==> src/rtl/afb_pkg.sv <==
/*
 * Constants shared by the serial API frame builder: frame bytes, field offsets,
 * length figures, status encodings and the register map of the control port.
 * Assumes a byte-wide output stream towards a host parser and a 32-bit bus.
 */
package afb_pkg;

  // ************************************************************************
  // Frame layout
  // ************************************************************************
  localparam logic [7:0] DELIM = 8'h7E;
  localparam logic [7:0] TYPE_RESP = 8'h88;
  localparam logic [7:0] TYPE_MODEM = 8'h8A;
  localparam logic [7:0] CSUM_BASE = 8'hFF;
  localparam logic [4:0] OFF_LEN_HI = 5'h01;
  localparam logic [4:0] OFF_LEN_LO = 5'h02;
  localparam logic [4:0] OFF_TYPE = 5'h03;
  localparam logic [4:0] OFF_ID = 5'h04;
  localparam logic [4:0] OFF_CHAR0 = 5'h05;
  localparam logic [4:0] OFF_CHAR1 = 5'h06;
  localparam logic [4:0] OFF_STATUS = 5'h07;
  localparam logic [4:0] OFF_DATA = 5'h08;
  localparam logic [7:0] RESP_BASE_LEN = 8'h05;
  localparam logic [7:0] MODEM_LEN = 8'h02;
  localparam logic [7:0] NO_ID = 8'h00;

  // ************************************************************************
  // Command outcome and modem event codes
  // ************************************************************************
  localparam logic [7:0] CMD_OK = 8'h00;
  localparam logic [7:0] CMD_ERROR = 8'h01;
  localparam logic [7:0] CMD_UNKNOWN = 8'h02;
  localparam logic [7:0] CMD_BAD_PARAM = 8'h03;
  localparam logic [7:0] CMD_TX_FAIL = 8'h04;
  localparam logic [7:0] MS_HW_RESET = 8'h00;
  localparam logic [7:0] MS_WDOG_RESET = 8'h01;
  localparam logic [7:0] MS_JOINED = 8'h02;
  localparam logic [7:0] MS_DISASSOC = 8'h03;
  localparam logic [7:0] MS_COORD_START = 8'h06;
  localparam logic [7:0] MS_KEY_UPDATE = 8'h07;
  localparam logic [7:0] MS_SUPPLY_LIMIT = 8'h0D;
  localparam logic [7:0] MS_CFG_IN_JOIN = 8'h11;
  localparam logic [7:0] MS_STACK_ERR = 8'h80;

  // ************************************************************************
  // Register map, interrupt bits and bus response codes
  // ************************************************************************
  localparam logic [7:0] REG_CTRL = 8'h00;
  localparam logic [7:0] REG_IRQ_STATUS = 8'h04;
  localparam logic [7:0] REG_IRQ_MASK = 8'h08;
  localparam logic [7:0] REG_MODEM_SEND = 8'h0C;
  localparam logic [7:0] REG_FRAME_COUNT = 8'h10;
  localparam int IRQ_W = 3;
  localparam int IRQ_FRAME_DONE = 0;
  localparam int IRQ_SUPPRESSED = 1;
  localparam int IRQ_MODEM_OVERRUN = 2;
  localparam logic [1:0] RESP_OKAY = 2'b00;
  localparam logic [1:0] RESP_SLVERR = 2'b10;

endpackage : afb_pkg

==> src/rtl/afb_frame_builder.sv <==
/*
 * Serial API frame builder: emits command response frames and unsolicited
 * modem status frames as a byte stream with valid/ready, plus an AXI4-Lite
 * control port with a read-to-clear interrupt status. Assumes one clock and
 * a host that may stall the stream at any byte.
 */
`timescale 1ns/1ns
`default_nettype none
module afb_frame_builder #(
  parameter int DATA_BYTES = 8
) (
  input wire logic aclk,
  input wire logic aresetn,
  input wire logic [7:0] s_axi_awaddr,
  input wire logic s_axi_awvalid,
  output logic s_axi_awready,
  input wire logic [31:0] s_axi_wdata,
  input wire logic [3:0] s_axi_wstrb,
  input wire logic s_axi_wvalid,
  output logic s_axi_wready,
  output logic [1:0] s_axi_bresp,
  output logic s_axi_bvalid,
  input wire logic s_axi_bready,
  input wire logic [7:0] s_axi_araddr,
  input wire logic s_axi_arvalid,
  output logic s_axi_arready,
  output logic [31:0] s_axi_rdata,
  output logic [1:0] s_axi_rresp,
  output logic s_axi_rvalid,
  input wire logic s_axi_rready,
  input wire logic cmd_valid,
  output logic cmd_ready,
  input wire logic [7:0] cmd_frame_id,
  input wire logic [7:0] cmd_char0,
  input wire logic [7:0] cmd_char1,
  input wire logic [7:0] cmd_status,
  input wire logic [8*DATA_BYTES-1:0] cmd_data,
  input wire logic [3:0] cmd_data_len,
  input wire logic modem_evt_valid,
  input wire logic [7:0] modem_evt_code,
  output logic [7:0] tx_data,
  output logic tx_valid,
  input wire logic tx_ready,
  output logic irq
);

  // ************************************************************************
  // State
  // ************************************************************************
  localparam int DW = 8 * DATA_BYTES;
  localparam logic [3:0] MAX_LEN = 4'(DATA_BYTES);

  typedef enum logic [0:0] {
    AFB_IDLE = 1'b0,
    AFB_SEND = 1'b1
  } afb_state_t;

  typedef struct packed {
    afb_state_t st;
    logic modem;
    logic [7:0] fid;
    logic [7:0] c0;
    logic [7:0] c1;
    logic [7:0] code;
    logic [DW-1:0] data;
    logic [3:0] dlen;
    logic [4:0] idx;
    logic [7:0] sum;
    logic [7:0] tx_data;
    logic tx_valid;
    logic cmd_ready;
    logic modem_pend;
    logic [7:0] modem_code;
    logic enable;
    logic [afb_pkg::IRQ_W-1:0] irq_st;
    logic [afb_pkg::IRQ_W-1:0] irq_mask;
    logic irq;
    logic [15:0] frame_cnt;
    logic aw_have;
    logic [7:0] aw_addr;
    logic w_have;
    logic [31:0] wdata;
    logic wstrb0;
    logic bvalid;
    logic [1:0] bresp;
    logic rvalid;
    logic [31:0] rdata;
    logic [1:0] rresp;
    logic aw_rdy, w_rdy, ar_rdy;
  } afb_regs_t;

  afb_regs_t s_q;
  afb_regs_t s_d;

  // Frame length field and index of the checksum byte for the frame in flight.
  logic [7:0] len;
  logic [4:0] last;
  assign len = s_q.modem ? afb_pkg::MODEM_LEN
                         : 8'(afb_pkg::RESP_BASE_LEN + 8'(s_q.dlen));
  assign last = 5'(afb_pkg::OFF_TYPE + len[4:0]);

  // ************************************************************************
  // Next-state logic
  // ************************************************************************
  // Bus slave, event capture, frame sequencing and interrupts in one pass.
  always_comb begin
    logic [afb_pkg::IRQ_W-1:0] irq_set;
    logic [afb_pkg::IRQ_W-1:0] irq_clr;
    logic [7:0] sum_new;
    logic [4:0] n;
    logic [3:0] dl;
    logic [7:0] ra;
    logic mnew;
    irq_set = '0;
    irq_clr = '0;
    sum_new = s_q.sum;
    n = s_q.idx;
    dl = '0;
    ra = '0;
    mnew = 1'b0;
    s_d = s_q;

    // Write address and data are taken separately, in either order.
    if (s_axi_awvalid && !s_q.aw_have && !s_q.bvalid) begin
      s_d.aw_have = 1'b1;
      s_d.aw_addr = s_axi_awaddr;
    end
    if (s_axi_wvalid && !s_q.w_have && !s_q.bvalid) begin
      s_d.w_have = 1'b1;
      s_d.wdata = s_axi_wdata;
      s_d.wstrb0 = s_axi_wstrb[0];
    end
    if (s_q.bvalid && s_axi_bready) begin
      s_d.bvalid = 1'b0;
    end

    // Modem events from the stack; a second event before the first is sent
    // replaces it and is flagged as an overrun.
    if (modem_evt_valid) begin
      if (s_q.modem_pend) begin
        irq_set[afb_pkg::IRQ_MODEM_OVERRUN] = 1'b1;
      end
      s_d.modem_pend = 1'b1;
      s_d.modem_code = modem_evt_code;
      mnew = 1'b1;
    end

    // Register write once both halves are held.
    if (s_q.aw_have && s_q.w_have && !s_q.bvalid) begin
      s_d.aw_have = 1'b0;
      s_d.w_have = 1'b0;
      s_d.bvalid = 1'b1;
      s_d.bresp = afb_pkg::RESP_OKAY;
      unique case (s_q.aw_addr[7:2])
        afb_pkg::REG_CTRL[7:2]: begin
          if (s_q.wstrb0) s_d.enable = s_q.wdata[0];
        end
        afb_pkg::REG_IRQ_MASK[7:2]: begin
          if (s_q.wstrb0) s_d.irq_mask = s_q.wdata[afb_pkg::IRQ_W-1:0];
        end
        afb_pkg::REG_MODEM_SEND[7:2]: begin
          if (s_q.wstrb0 && !modem_evt_valid) begin
            s_d.modem_pend = 1'b1;
            s_d.modem_code = s_q.wdata[7:0];
            mnew = 1'b1;
          end
        end
        afb_pkg::REG_IRQ_STATUS[7:2], afb_pkg::REG_FRAME_COUNT[7:2]: begin
        end
        default: begin
          s_d.bresp = afb_pkg::RESP_SLVERR;
        end
      endcase
    end

    // Register read; reading the status register clears what it returns.
    if (s_q.rvalid && s_axi_rready) begin
      s_d.rvalid = 1'b0;
    end
    if (s_axi_arvalid && !s_q.rvalid) begin
      ra = s_axi_araddr;
      s_d.rvalid = 1'b1;
      s_d.rresp = afb_pkg::RESP_OKAY;
      s_d.rdata = '0;
      unique case (ra[7:2])
        afb_pkg::REG_CTRL[7:2]: s_d.rdata[0] = s_q.enable;
        afb_pkg::REG_IRQ_STATUS[7:2]: begin
          s_d.rdata[afb_pkg::IRQ_W-1:0] = s_q.irq_st;
          irq_clr = s_q.irq_st;
        end
        afb_pkg::REG_IRQ_MASK[7:2]: s_d.rdata[afb_pkg::IRQ_W-1:0] = s_q.irq_mask;
        afb_pkg::REG_MODEM_SEND[7:2]: s_d.rdata[8:0] = {s_q.modem_pend, s_q.modem_code};
        afb_pkg::REG_FRAME_COUNT[7:2]: s_d.rdata[15:0] = s_q.frame_cnt;
        default: s_d.rresp = afb_pkg::RESP_SLVERR;
      endcase
    end

    // Frame sequencer.
    unique case (s_q.st)
      AFB_IDLE: begin
        if (s_q.modem_pend && s_q.enable) begin
          s_d.modem = 1'b1;
          s_d.code = s_q.modem_code;
          s_d.dlen = '0;
          s_d.modem_pend = mnew; // A code that lands as this frame starts stays pending.
          s_d.st = AFB_SEND;
        end else if (cmd_valid && s_q.cmd_ready) begin
          if (cmd_frame_id == afb_pkg::NO_ID) begin
            irq_set[afb_pkg::IRQ_SUPPRESSED] = 1'b1;
          end else begin
            // Every accepted request with a nonzero identifier is answered on its own, so a discovery
            // command may feed several responses with one identifier.
            dl = (cmd_data_len > MAX_LEN) ? MAX_LEN : cmd_data_len;
            s_d.modem = 1'b0;
            s_d.fid = cmd_frame_id;
            s_d.c0 = cmd_char0;
            s_d.c1 = cmd_char1;
            s_d.code = cmd_status;
            s_d.dlen = dl;
            s_d.data = DW'(cmd_data << (DW - 8 * int'(dl)));
            s_d.st = AFB_SEND;
          end
        end
        if (s_d.st == AFB_SEND) begin
          s_d.idx = '0;
          s_d.sum = '0;
          s_d.tx_data = afb_pkg::DELIM;
          s_d.tx_valid = 1'b1;
        end
      end
      AFB_SEND: begin
        if (s_q.tx_valid && tx_ready) begin
          if (s_q.idx >= afb_pkg::OFF_TYPE) begin
            sum_new = 8'(s_q.sum + s_q.tx_data);
          end
          s_d.sum = sum_new;
          if (s_q.idx == last) begin
            s_d.tx_valid = 1'b0;
            s_d.st = AFB_IDLE;
            s_d.frame_cnt = 16'(s_q.frame_cnt + 16'h0001);
            irq_set[afb_pkg::IRQ_FRAME_DONE] = 1'b1;
          end else begin
            n = 5'(s_q.idx + 5'h01);
            s_d.idx = n;
            if (n == last) begin
              s_d.tx_data = 8'(afb_pkg::CSUM_BASE - sum_new);
            end else if (n == afb_pkg::OFF_LEN_HI) begin
              s_d.tx_data = 8'h00;
            end else if (n == afb_pkg::OFF_LEN_LO) begin
              s_d.tx_data = len;
            end else if (n == afb_pkg::OFF_TYPE) begin
              s_d.tx_data = s_q.modem ? afb_pkg::TYPE_MODEM : afb_pkg::TYPE_RESP;
            end else if (n == afb_pkg::OFF_ID) begin
              s_d.tx_data = s_q.modem ? s_q.code : s_q.fid;
            end else if (n == afb_pkg::OFF_CHAR0) begin
              s_d.tx_data = s_q.c0;
            end else if (n == afb_pkg::OFF_CHAR1) begin
              s_d.tx_data = s_q.c1;
            end else if (n == afb_pkg::OFF_STATUS) begin
              s_d.tx_data = s_q.code;
            end else begin
              s_d.tx_data = s_q.data[DW-1 -: 8];
              s_d.data = {s_q.data[DW-9:0], 8'h00};
            end
          end
        end
      end
    endcase

    // Sticky status: a new event wins over a clear in the same cycle.
    s_d.irq_st = (s_q.irq_st & ~irq_clr) | irq_set;
    s_d.irq = |(s_d.irq_st & s_d.irq_mask);
    s_d.cmd_ready = (s_d.st == AFB_IDLE) && s_d.enable && !s_d.modem_pend;
    // Bus readies are registered so that every output comes from a flop.
    s_d.aw_rdy = !s_d.aw_have && !s_d.bvalid;
    s_d.w_rdy = !s_d.w_have && !s_d.bvalid;
    s_d.ar_rdy = !s_d.rvalid;
  end

  // ************************************************************************
  // State register
  // ************************************************************************
  // All state updates here; reset leaves the block idle and disabled.
  always_ff @(posedge aclk) begin
    if (!aresetn) begin
      s_q <= '0;
      s_q.aw_rdy <= 1'b1;
      s_q.w_rdy <= 1'b1;
      s_q.ar_rdy <= 1'b1;
    end else begin
      s_q <= s_d;
    end
  end

  // Outputs come straight from the state register.
  assign s_axi_awready = s_q.aw_rdy;
  assign s_axi_wready = s_q.w_rdy;
  assign s_axi_bvalid = s_q.bvalid;
  assign s_axi_bresp = s_q.bresp;
  assign s_axi_arready = s_q.ar_rdy;
  assign s_axi_rvalid = s_q.rvalid;
  assign s_axi_rdata = s_q.rdata;
  assign s_axi_rresp = s_q.rresp;
  assign cmd_ready = s_q.cmd_ready;
  assign tx_data = s_q.tx_data;
  assign tx_valid = s_q.tx_valid;
  assign irq = s_q.irq;

  // ************************************************************************
  // Assertions
  // ************************************************************************
  a_first_delim: assert property (@(posedge aclk) disable iff (!aresetn)
    $rose(tx_valid) |-> tx_data == afb_pkg::DELIM && s_q.idx == 5'h00)
    else $error("Frame did not open with the delimiter.");

  a_length_field: assert property (@(posedge aclk) disable iff (!aresetn)
    tx_valid && s_q.idx == afb_pkg::OFF_LEN_LO |->
      tx_data == (s_q.modem ? 8'h02 : 8'(8'h05 + 8'(s_q.dlen))))
    else $error("Length byte does not match the frame contents.");

  a_checksum_ok: assert property (@(posedge aclk) disable iff (!aresetn)
    tx_valid && s_q.idx == last |-> 8'(s_q.sum + tx_data) == 8'hFF)
    else $error("Checksum byte does not complete the sum to 0xFF.");

  a_frame_type: assert property (@(posedge aclk) disable iff (!aresetn)
    tx_valid && s_q.idx == afb_pkg::OFF_TYPE |->
      tx_data == (s_q.modem ? 8'h8A : 8'h88))
    else $error("Wrong frame type byte.");

  a_id_echo: assert property (@(posedge aclk) disable iff (!aresetn)
    cmd_valid && cmd_ready && cmd_frame_id != 8'h00 |=>
      tx_valid && s_q.fid == $past(cmd_frame_id))
    else $error("Response did not keep the frame identifier.");

  a_id_byte: assert property (@(posedge aclk) disable iff (!aresetn)
    tx_valid && !s_q.modem && s_q.idx == afb_pkg::OFF_ID |-> tx_data == s_q.fid)
    else $error("Identifier byte differs from the request.");

  a_zero_id_drop: assert property (@(posedge aclk) disable iff (!aresetn)
    cmd_valid && cmd_ready && cmd_frame_id == 8'h00 |=> !tx_valid && s_q.st == AFB_IDLE)
    else $error("A zero identifier request produced a frame.");

  a_name_chars: assert property (@(posedge aclk) disable iff (!aresetn)
    tx_valid && tx_ready && !s_q.modem && s_q.idx == afb_pkg::OFF_CHAR0 |=>
      tx_data == s_q.c1 && $past(tx_data) == s_q.c0)
    else $error("Command name characters out of place.");

  a_modem_len: assert property (@(posedge aclk) disable iff (!aresetn)
    tx_valid && s_q.modem && s_q.idx > afb_pkg::OFF_TYPE |-> s_q.idx <= 5'h05)
    else $error("Modem status frame ran past its checksum.");

  a_stall_hold: assert property (@(posedge aclk) disable iff (!aresetn)
    tx_valid && !tx_ready |=> tx_valid && $stable(tx_data))
    else $error("Byte changed while the host stalled.");

  a_irq_level: assert property (@(posedge aclk) disable iff (!aresetn)
    irq == |(s_q.irq_st & s_q.irq_mask))
    else $error("Interrupt output disagrees with status and mask.");

endmodule : afb_frame_builder
`default_nettype wire

==> config.mk <==
export PLATFORM = sky130hd
export DESIGN_NAME = afb_frame_builder
export DESIGN_NICKNAME = d
export VERILOG_FILES = /design/src/rtl/afb_pkg.sv /design/src/rtl/afb_frame_builder.sv
export SDC_FILE = /design/constraint.sdc
export NUM_CORES = 1
export LEC_CHECK = 0
export ABC_AREA = 1
export BUFFER_PORTS_ARGS = -buffer_cell sky130_fd_sc_hd__buf_4
export CAP_MARGIN = 15
export CELL_PAD_IN_SITES_DETAIL_PLACEMENT = 1
export CELL_PAD_IN_SITES_GLOBAL_PLACEMENT = 2
export CORE_MARGIN = 2
export CORE_UTILIZATION = 32
export CTS_CLUSTER_SIZE = 25
export DETAILED_ROUTE_END_ITERATION = 16
export GPL_ROUTABILITY_DRIVEN = 0
export GPL_TIMING_DRIVEN = 0
export PLACE_DENSITY = 0.86
export SLEW_MARGIN = 25
export SYNTH_ARGS = -nofsm -noshare
export SYNTH_HDL_FRONTEND = slang
export SYNTH_SLANG_ARGS = --single-unit
==> constraint.sdc <==
create_clock -name aclk -period 7.37 [get_ports aclk]
set_clock_uncertainty 0.1 [all_clocks]
set_input_delay 1.474 -clock aclk [delete_from_list [all_inputs] [get_ports aclk]]
set_output_delay 1.474 -clock aclk [all_outputs]
set_load 0.005 [all_outputs]
==> results of run 1 <==
## power by group
group	internal [W]	switching (W)
clock	0.000552	0.000485
combinational	0.000135	0.000244
sequential	0.00109	0.00000904
total	0.00178	0.000737
## worst max-delay path, stage by stage
cell and delay (ns):
buf_4 0.11, nor2_1 0.09, nand2_1 0.07, nand2_1 0.10, nand2_1 0.25, clkbuf_1 0.31, clkbuf_1 0.32, ha_1 0.31
nor2_2 0.40, clkbuf_1 0.40, nor2_1 0.15, nand2_1 0.13, o21ai_0 0.16, o21ai_0 0.54, nand2_1 0.12, nand3_1 0.15
o21ai_0 0.12, nor2_1 0.13, nor2_1 0.05
## final cells by class
class	count	area (um^2)
Buffer	152	800
Clock buffer	17	425
Clock inverter	15	205
Fill cell	5014	22700
Inverter	195	732
Multi-Input combinational cell	1381	6680
Sequential cell	198	3960
Tap cell	511	639
Timing Repair Buffer	172	1290
## metal layers
metal | up-vias | track usage (%)
met5 | - | 0
met4 | 0 | 10.1
met3 | 88 | 3.56
met2 | 303 | 45.5
met1 | 6330 | 30.1
li1 | 6595 | -
## state kept, by name, indices dropped and copies added (netlist names)
name	flops
cmd_ready	1
irq	1
s_axi_arready	1
s_axi_awready	1
s_axi_bresp	1
s_axi_bvalid	1
s_axi_rdata	16
s_axi_rresp	1
s_axi_rvalid	1
s_axi_wready	1
s_q	164
tx_data	8
tx_valid	1
## worst max-delay path by stage
stage,cells past startpoint,to
after floorplan,19,s_q[184]
after global placement,19,s_q[199]
after detailed placement,19,s_q[199]
after CTS,19,s_q[199]
after global routing,19,s_q[199]
final,19,s_q[199]
## stage by stage
stage,power [W],util [%],setup WS (ns),std cells,cell area [um^2]
final,0.00251,39.3,2.22,2641,14700
after global routing,0.00262,39.3,1.90,2641,14700
after CTS,0.00253,39.3,2.26,2641,14700
after detailed placement,0.00150,37.6,1.77,2609,14100
after global placement,0.00149,37.6,1.86,2609,14100
after floorplan,0.00132,-,3.33,1926,12200
## Yosys cell counts, types with 13 or more instances
master | n | area share, %
buf_2 | 15 | 0.62
nor2_1 | 301 | 9.3
nor3_1 | 17 | 0.70
nand2_1 | 404 | 13
dfxtp_1 | 198 | 33
ha_1 | 16 | 1.7
buf_4 | 44 | 2.7
clkbuf_1 | 77 | 2.4
nor2_2 | 14 | 0.72
a31oi_1 | 13 | 0.67
a21oi_1 | 94 | 3.9
inv_1 | 184 | 5.7
o22ai_1 | 31 | 1.6
nand3b_1 | 28 | 1.7
nand3_1 | 119 | 4.9
o211ai_1 | 30 | 1.9
o21ai_0 | 199 | 8.2
o221ai_1 | 17 | 1.2
## cell families (layout without fill, tap and decap cells)
group           count (synthesis)  after routing  synth area share, %
simple gates                  913            913                 31.8
compound gates                414            414                 19.5
buf+inv                       347            551                 12.6
flops                         198            198                 32.7
fa+ha+maj                      17             17                 1.82
xor+xnor                       12             12                0.868
mux                             7              7                0.578
other cells                     1             18               0.0310
==> results by group, run 1 <==
Clock network
  • Latest clock arrival within the worst-skew pair: 0.46 ns
  • Number of setup buffers added after CTS: 0
  • Post-cts sizing count: 0
  • Clock transition at path regs: 0.08 ns
  • CTS tree: built
  • H-tree lvl count: 4
  • Clock Tree Buf Depth: 2
  • Clock root cell: clkbuf_16
  • Clock sink count: 198
  • CTS buffer count: 17
  • CTS hold repair buffers: 0

Critical path
  • Required time worst endpoint: 7.63 ns
  • Worst reg2reg setup slack: just under 4 ns
  • Critical Path Start: cmd_data_len[0]
  • Critical R2R Capture: s_q[176]
  • Kind of critical path: in2reg
  • Critical Path Sink Type: register
  • Reg2Reg Launch Point: s_q[240]
  • CP Max Fanout: 10
  • FF-to-FF path depth: 14
  • Worst setup SP type: primary input
  • Arr. time, crit path: 5.41 ns

STA
  • Hold Vio Cnt, Final: 0
  • Worst hold slack: 0.350 ns
  • Post-route minimum period: 5.15 ns
  • Final TNS setup: 0 ns
  • Worst Max-Slew Pin Slew: 0.797 ns
  • Fmax: around 200 MHz
  • Max Slew Vio Count: 0
  • Slew margin rel.: 46.9%
  • RSZ-0062 raised after global routing: false
  • Final cycle utilization of the critical path: between 60 and 70%
  • Setup-failing EPs final: 0

Hold path
  • Hold Crit Class: reg2reg
  • Hold Startpoint: s_q[82]
  • Min-Delay Path Depth: 2
  • Worst Hold End: s_q[82]

Synth
  • Syn Area/Cell: 6.35 um^2
  • Post-synth cell types: 48
  • YS warnings: 0
  • Mapped cell area: 12100 um^2
  • Sequential fraction of the synthesis area: 32.7%
  • Ys async rst share: 0%
  • Syn Inst Count: around 1900
  • Post-synth EDFFs: 0
  • Flops & latches, synth: 198
  • Prevailing post-synth register cell: dfxtp_1

Power and ir drop
  • PwrDens: ~170 nW/um^2
  • Maximum vdd drop: 172 uV
  • P_leak: slightly below 7 nW

Route
  • DRC violations left: 0
  • Post-DRT Antenna Nets: 0
  • Wl on met1: 21000 um
  • Number of DRC markers in iteration 0: 815
  • Via density: a little over 5
  • WL met2: around 24000 um
  • Routed wl met3: 1790 um
  • Top sig layer: met4
  • DR pass1 iterations: 7
  • Routed WL per cell: about 19 um
  • Vias: 13300
  • Total wire length: ~50000 um

Global routing
  • Initial antenna violation count: 0
  • First-pass GRT wire length: 76300 um
  • Largest net degree at the start of global routing: 20
  • Total GRT Usage: 25.3%
  • Grt total ovfl: 0
  • Number of global-route vias before repair: approximately 14000

Cells and area
  • Layout cells sized above 1: 14.6%
  • # nets final: 2304
  • Commonest cells after routing, fill and taps aside: nand2_1, nor2_1, buf_4
  • Ant diodes: 0
  • Commonest non-fill, non-tap cell in the layout: nand2_1
  • P&R area growth vs syn: 21.7%

Floorplan
  • Ports: 222
  • Die W: 199 um
  • Die Y: between 150 and 200 um
  • Total Die Area: 39400 um^2
  • Core area: 37500 um^2
  • Initial core utilization: 32.3%
  • Row Count: 71

Placed design
  • I/O Buffers: 172
  • HPWL after detailed placement: 39700 um

Job
  • Max-cap check violation count: 0

Outcome
  • Outcome: completed
No activity file was read; power rests on OpenSTA's default activity.
==> run 2: changes to the inputs <==
--- a/config.mk
+++ b/config.mk
@@ -5,18 +5,18 @@
 export SDC_FILE = /design/constraint.sdc
 export NUM_CORES = 1
 export LEC_CHECK = 0
-export ABC_AREA = 1
+export ABC_AREA = 0
 export BUFFER_PORTS_ARGS = -buffer_cell sky130_fd_sc_hd__buf_4
 export CAP_MARGIN = 15
 export CELL_PAD_IN_SITES_DETAIL_PLACEMENT = 1
 export CELL_PAD_IN_SITES_GLOBAL_PLACEMENT = 2
 export CORE_MARGIN = 2
-export CORE_UTILIZATION = 32
+export CORE_UTILIZATION = 33
 export CTS_CLUSTER_SIZE = 25
 export DETAILED_ROUTE_END_ITERATION = 16
 export GPL_ROUTABILITY_DRIVEN = 0
 export GPL_TIMING_DRIVEN = 0
-export PLACE_DENSITY = 0.86
+export PLACE_DENSITY = 0.82
 export SLEW_MARGIN = 25
 export SYNTH_ARGS = -nofsm -noshare
 export SYNTH_HDL_FRONTEND = slang
==> constraint.sdc (replaced) <==
create_clock -name aclk -period 5.1 [get_ports aclk]
set_clock_uncertainty 0.1 [all_clocks]
set_input_delay 1.02 -clock aclk [delete_from_list [all_inputs] [get_ports aclk]]
set_output_delay 1.02 -clock aclk [all_outputs]
set_load 0.005 [all_outputs]
==> run 2 against run 1 <==
Power is 40% higher. Routed wire length is 2.4% lower. Non-clock buffer count is 10 higher. Flip-flop and latch count stayed put. Worst setup slack worse by 1.9 ns. Critical path depth is 4 lower. Synthesized cell count is 17% lower. Design area is 1.1% higher. Clock power is 32% higher. Critical path type unchanged. Highest routed layer unchanged.
==> results by group, run 2 <==
Synth
  • Post-synth EDFFs: 0 (unchanged)
  • Syn Area/Cell: 7.84 um^2 (+24%)
  • Area leader, netlist: dfxtp_1
  • Most frequent cell after synthesis: nand2_1
  • Post-synth top area share: 32.1% (-0.66 points)
  • Post-synth cell types: 82 (+71%)
  • Ys async rst share: 0% (unchanged)
  • Largest cells by area after synthesis: dfxtp_1, mux2i_1, nand2_1
  • Prevailing post-synth register cell: dfxtp_1
  • Sequential fraction of the synthesis area: 32.1% (-0.66 points)
  • Synth cell count leaders: nand2_1, dfxtp_1, mux2i_1, nor2_1, o21ai_0
  • Mapped cell area: 12400 um^2 (+2.1%)
  • Flops & latches, synth: 198 (unchanged)
  • Syn Inst Count: 1577 (-17%)
  • YS warnings: 0 (unchanged)

Critical path
  • Cell mode on critical path: clkbuf_1
  • Arr. time, crit path: 5.04 ns (-0.37 ns)
  • Kind of critical path: in2reg
  • Required time worst endpoint: 5.39 ns (-2.24 ns)
  • CP cell instances: buf_4, clkbuf_1, clkbuf_2, nand2b_1, ha_1, clkbuf_1, clkbuf_1, buf_1, nand3_1, o21ai_0, mux2i_1, a21oi_1, a22o_1, nand2_1, mux2i_1
  • Slowest cell on the critical path: clkbuf_1
  • Buf/Inv on CP: 6 (+2)
  • Worst setup SP type: primary input
  • Critical Path Sink Type: register
  • Max incr delay on CP: 0.49 ns (-0.05 ns)
  • CP Max Fanout: 10 (unchanged)
  • Critical path's top delay family: buffers and inverters

STA
  • Final TNS setup: 0 ns (unchanged)
  • Post-route minimum period: about 4.8 ns
  • Worst Max-Slew Pin Slew: 0.988 ns (+0.191 ns)
  • Max Slew Vio Count: 0 (unchanged)
  • Hold Vio Cnt, Final: 0 (unchanged)
  • RSZ-0062 raised after global routing: false
  • Fmax: 210 MHz
  • Final WS setup: 0.343 ns (-1.88 ns)
  • Slew margin rel.: 33.5% (-13 points)
  • Final cycle utilization of the critical path: a little over 90%
  • Setup-failing EPs final: 0 (unchanged)

Clock network
  • Latest clock arrival within the worst-skew pair: 0.46 ns (about the same)
  • Clock root cell: clkbuf_16
  • H-tree lvl count: 4 (unchanged)
  • CTS buffer count: 17 (unchanged)
  • Clock sink count: 198 (unchanged)
  • CTS hold repair buffers: 0 (unchanged)
  • CTS tree: built
  • Clock Tree Buf Depth: 2 (unchanged)
  • Clock transition at path regs: 0.08 ns (about the same)

Route
  • Routed WL per cell: 21.1 um (+14%)
  • Number of DRC markers in iteration 0: 710 (-13%)
  • DR pass1 iterations: 5 (-2)
  • Vias: 12500 (-6.3%)
  • DRC violations left: 0 (unchanged)
  • Via density: 5.51 (+9.3%)
  • Total wire length: 47900 um (-2.4%)
  • Post-DRT Antenna Nets: 0 (unchanged)

Global routing
  • First-pass GRT wire length: 73900 um (-3.1%)
  • Largest net degree at the start of global routing: 19 (-5.0%)
  • Number of global-route vias before repair: 12600 (-7.9%)
  • Initial antenna violation count: 0 (unchanged)
  • Total GRT Usage: 24.6% (-0.65 points)
  • Grt total ovfl: 0 (unchanged)

Power and ir drop
  • P_leak: 6.07 nW (-11%)
  • Total Power: 0.00353 W (+40%)
  • Maximum vdd drop: 251 uV (+46%)
  • PwrDens: 237 nW/um^2 (+39%)

Cells and area
  • Final core occ: 40.5% (+1.2 points)
  • Top reg by flops: s_q
  • Commonest cells after routing, fill and taps aside: nand2_1, buf_4, dfxtp_1
  • Commonest non-fill, non-tap cell in the layout: nand2_1
  • P&R area growth vs syn: 20.6%
  • # nets final: 1970 (-14%)
  • Ant diodes: 0 (unchanged)
  • Layout cells sized above 1: 17.4% (+2.8 points)
  • Max reg flops: 164 (unchanged)
  • Post-route cell area: 14900 um^2 (+1.1%)

Job
  • Max-cap check violation count: 0 (unchanged)

Placed design
  • Placed Area: 14300 um^2 (+1.4%)
  • Setup WS pre-CTS: -0.301 ns (-2.07 ns)
  • I/O Buffers: 169 (-1.7%)
  • HPWL after detailed placement: 38100 um (-3.9%)

Floorplan
  • Row Count: 70 (-1.4%)
  • Die W: 198 um (-0.50%)
  • Total Die Area: 39000 um^2 (-1.0%)
  • Ports: 222 (unchanged)
  • Die Y: 198 um (-0.50%)
  • Initial core utilization: 33.6% (+1.3 points)
  • Core area: 36800 um^2 (-1.9%)

Hold path
  • Hold Crit Class: reg2reg

Outcome
  • Outcome: completed
## run 2: cell count changes after synthesis, sizes merged, moves of 25 or more
cell,before,now
o22ai,31,3
o211ai,30,5
nand3b,28,3
inv,194,15
nor2,319,118
mux2i,7,161
nand3,122,72
o21ai,200,115
nand2,407,296
## run 2: cells by family after synthesis
logic type | synth area share [%]
and+or+nand+nor | 22.1
muxes | 14.6
adders and majority gates | 1.78
buffers and inverters | 7.75
xor gates and xnor gates | 1.71
AOI/OAI and AO/OA | 19.9
DFF | 32.1
other | 0.0303
## run 2: layer usage
metal / up-vias / global-route usage, % / routed length, um
li1: 5976 / - / -
met1: 6120 / 30.1 / 20500
met2: 306 / 44.4 / 24100
met3: 73 / 2.77 / 1630
met4: 0 / 8.94 / 1580
met5: - / 0 / 0
## run 2: power breakdown
part	switching, W	leakage (nW)	internal (W)
Combinational	0.000352	4.19	0.000219
Clock	0.000691	0.276	0.000683
Sequential	0.0000182	1.60	0.00157
## run 2: cell type report
class	count	area [um^2]
inverters	16	60.1
repair buffers	170	1270
clock buffers	20	467
multi-input cells	1216	7540
fillers	4549	21900
clock inverters	12	111
flip-flops and latches	198	3960
plain buffers	164	901
well taps	468	586
## run 2: path summary, 6_finish.rpt
check | startpoint | to | slack, ns | cells past startpoint
worst min register to register | s_axi_rdata[15] | s_axi_rdata[15] | 0.36 | 2
worst min-delay path | s_axi_rdata[15] | s_axi_rdata[15] | 0.36 | 2
worst max register to register | s_q[240] | tx_data[1] | 0.85 | 11
worst max-delay path | cmd_data_len[3] | s_q[202] | 0.34 | 15
## run 2: worst reg2reg max path: stages (launching register included)
cell,delay (ns)
dfxtp_1,0.44
buf_2,0.31
buf_1,0.52
nor2_1,0.12
ha_1,0.29
nor4_1,0.21
nand3_1,0.16
a31oi_4,0.30
xnor3_1,0.39
o21a_1,0.28
a2111oi_0,0.74
o221a_2,0.33
## run 2: what timing repair did
action,CTS,global route
endpoints found under the setup margin,0,20
hold endpoints to repair,0,0
resized for setup,0,5
setup buffers,0,0
## run 2: metrics by stage
step	hold WS [ns]	instances
after CTS	0.360	2264
after floorplan	0.332	1594
final	0.355	2264
after global routing	0.380	2264
after global placement	0.345	2231
after detailed placement	0.348	2232
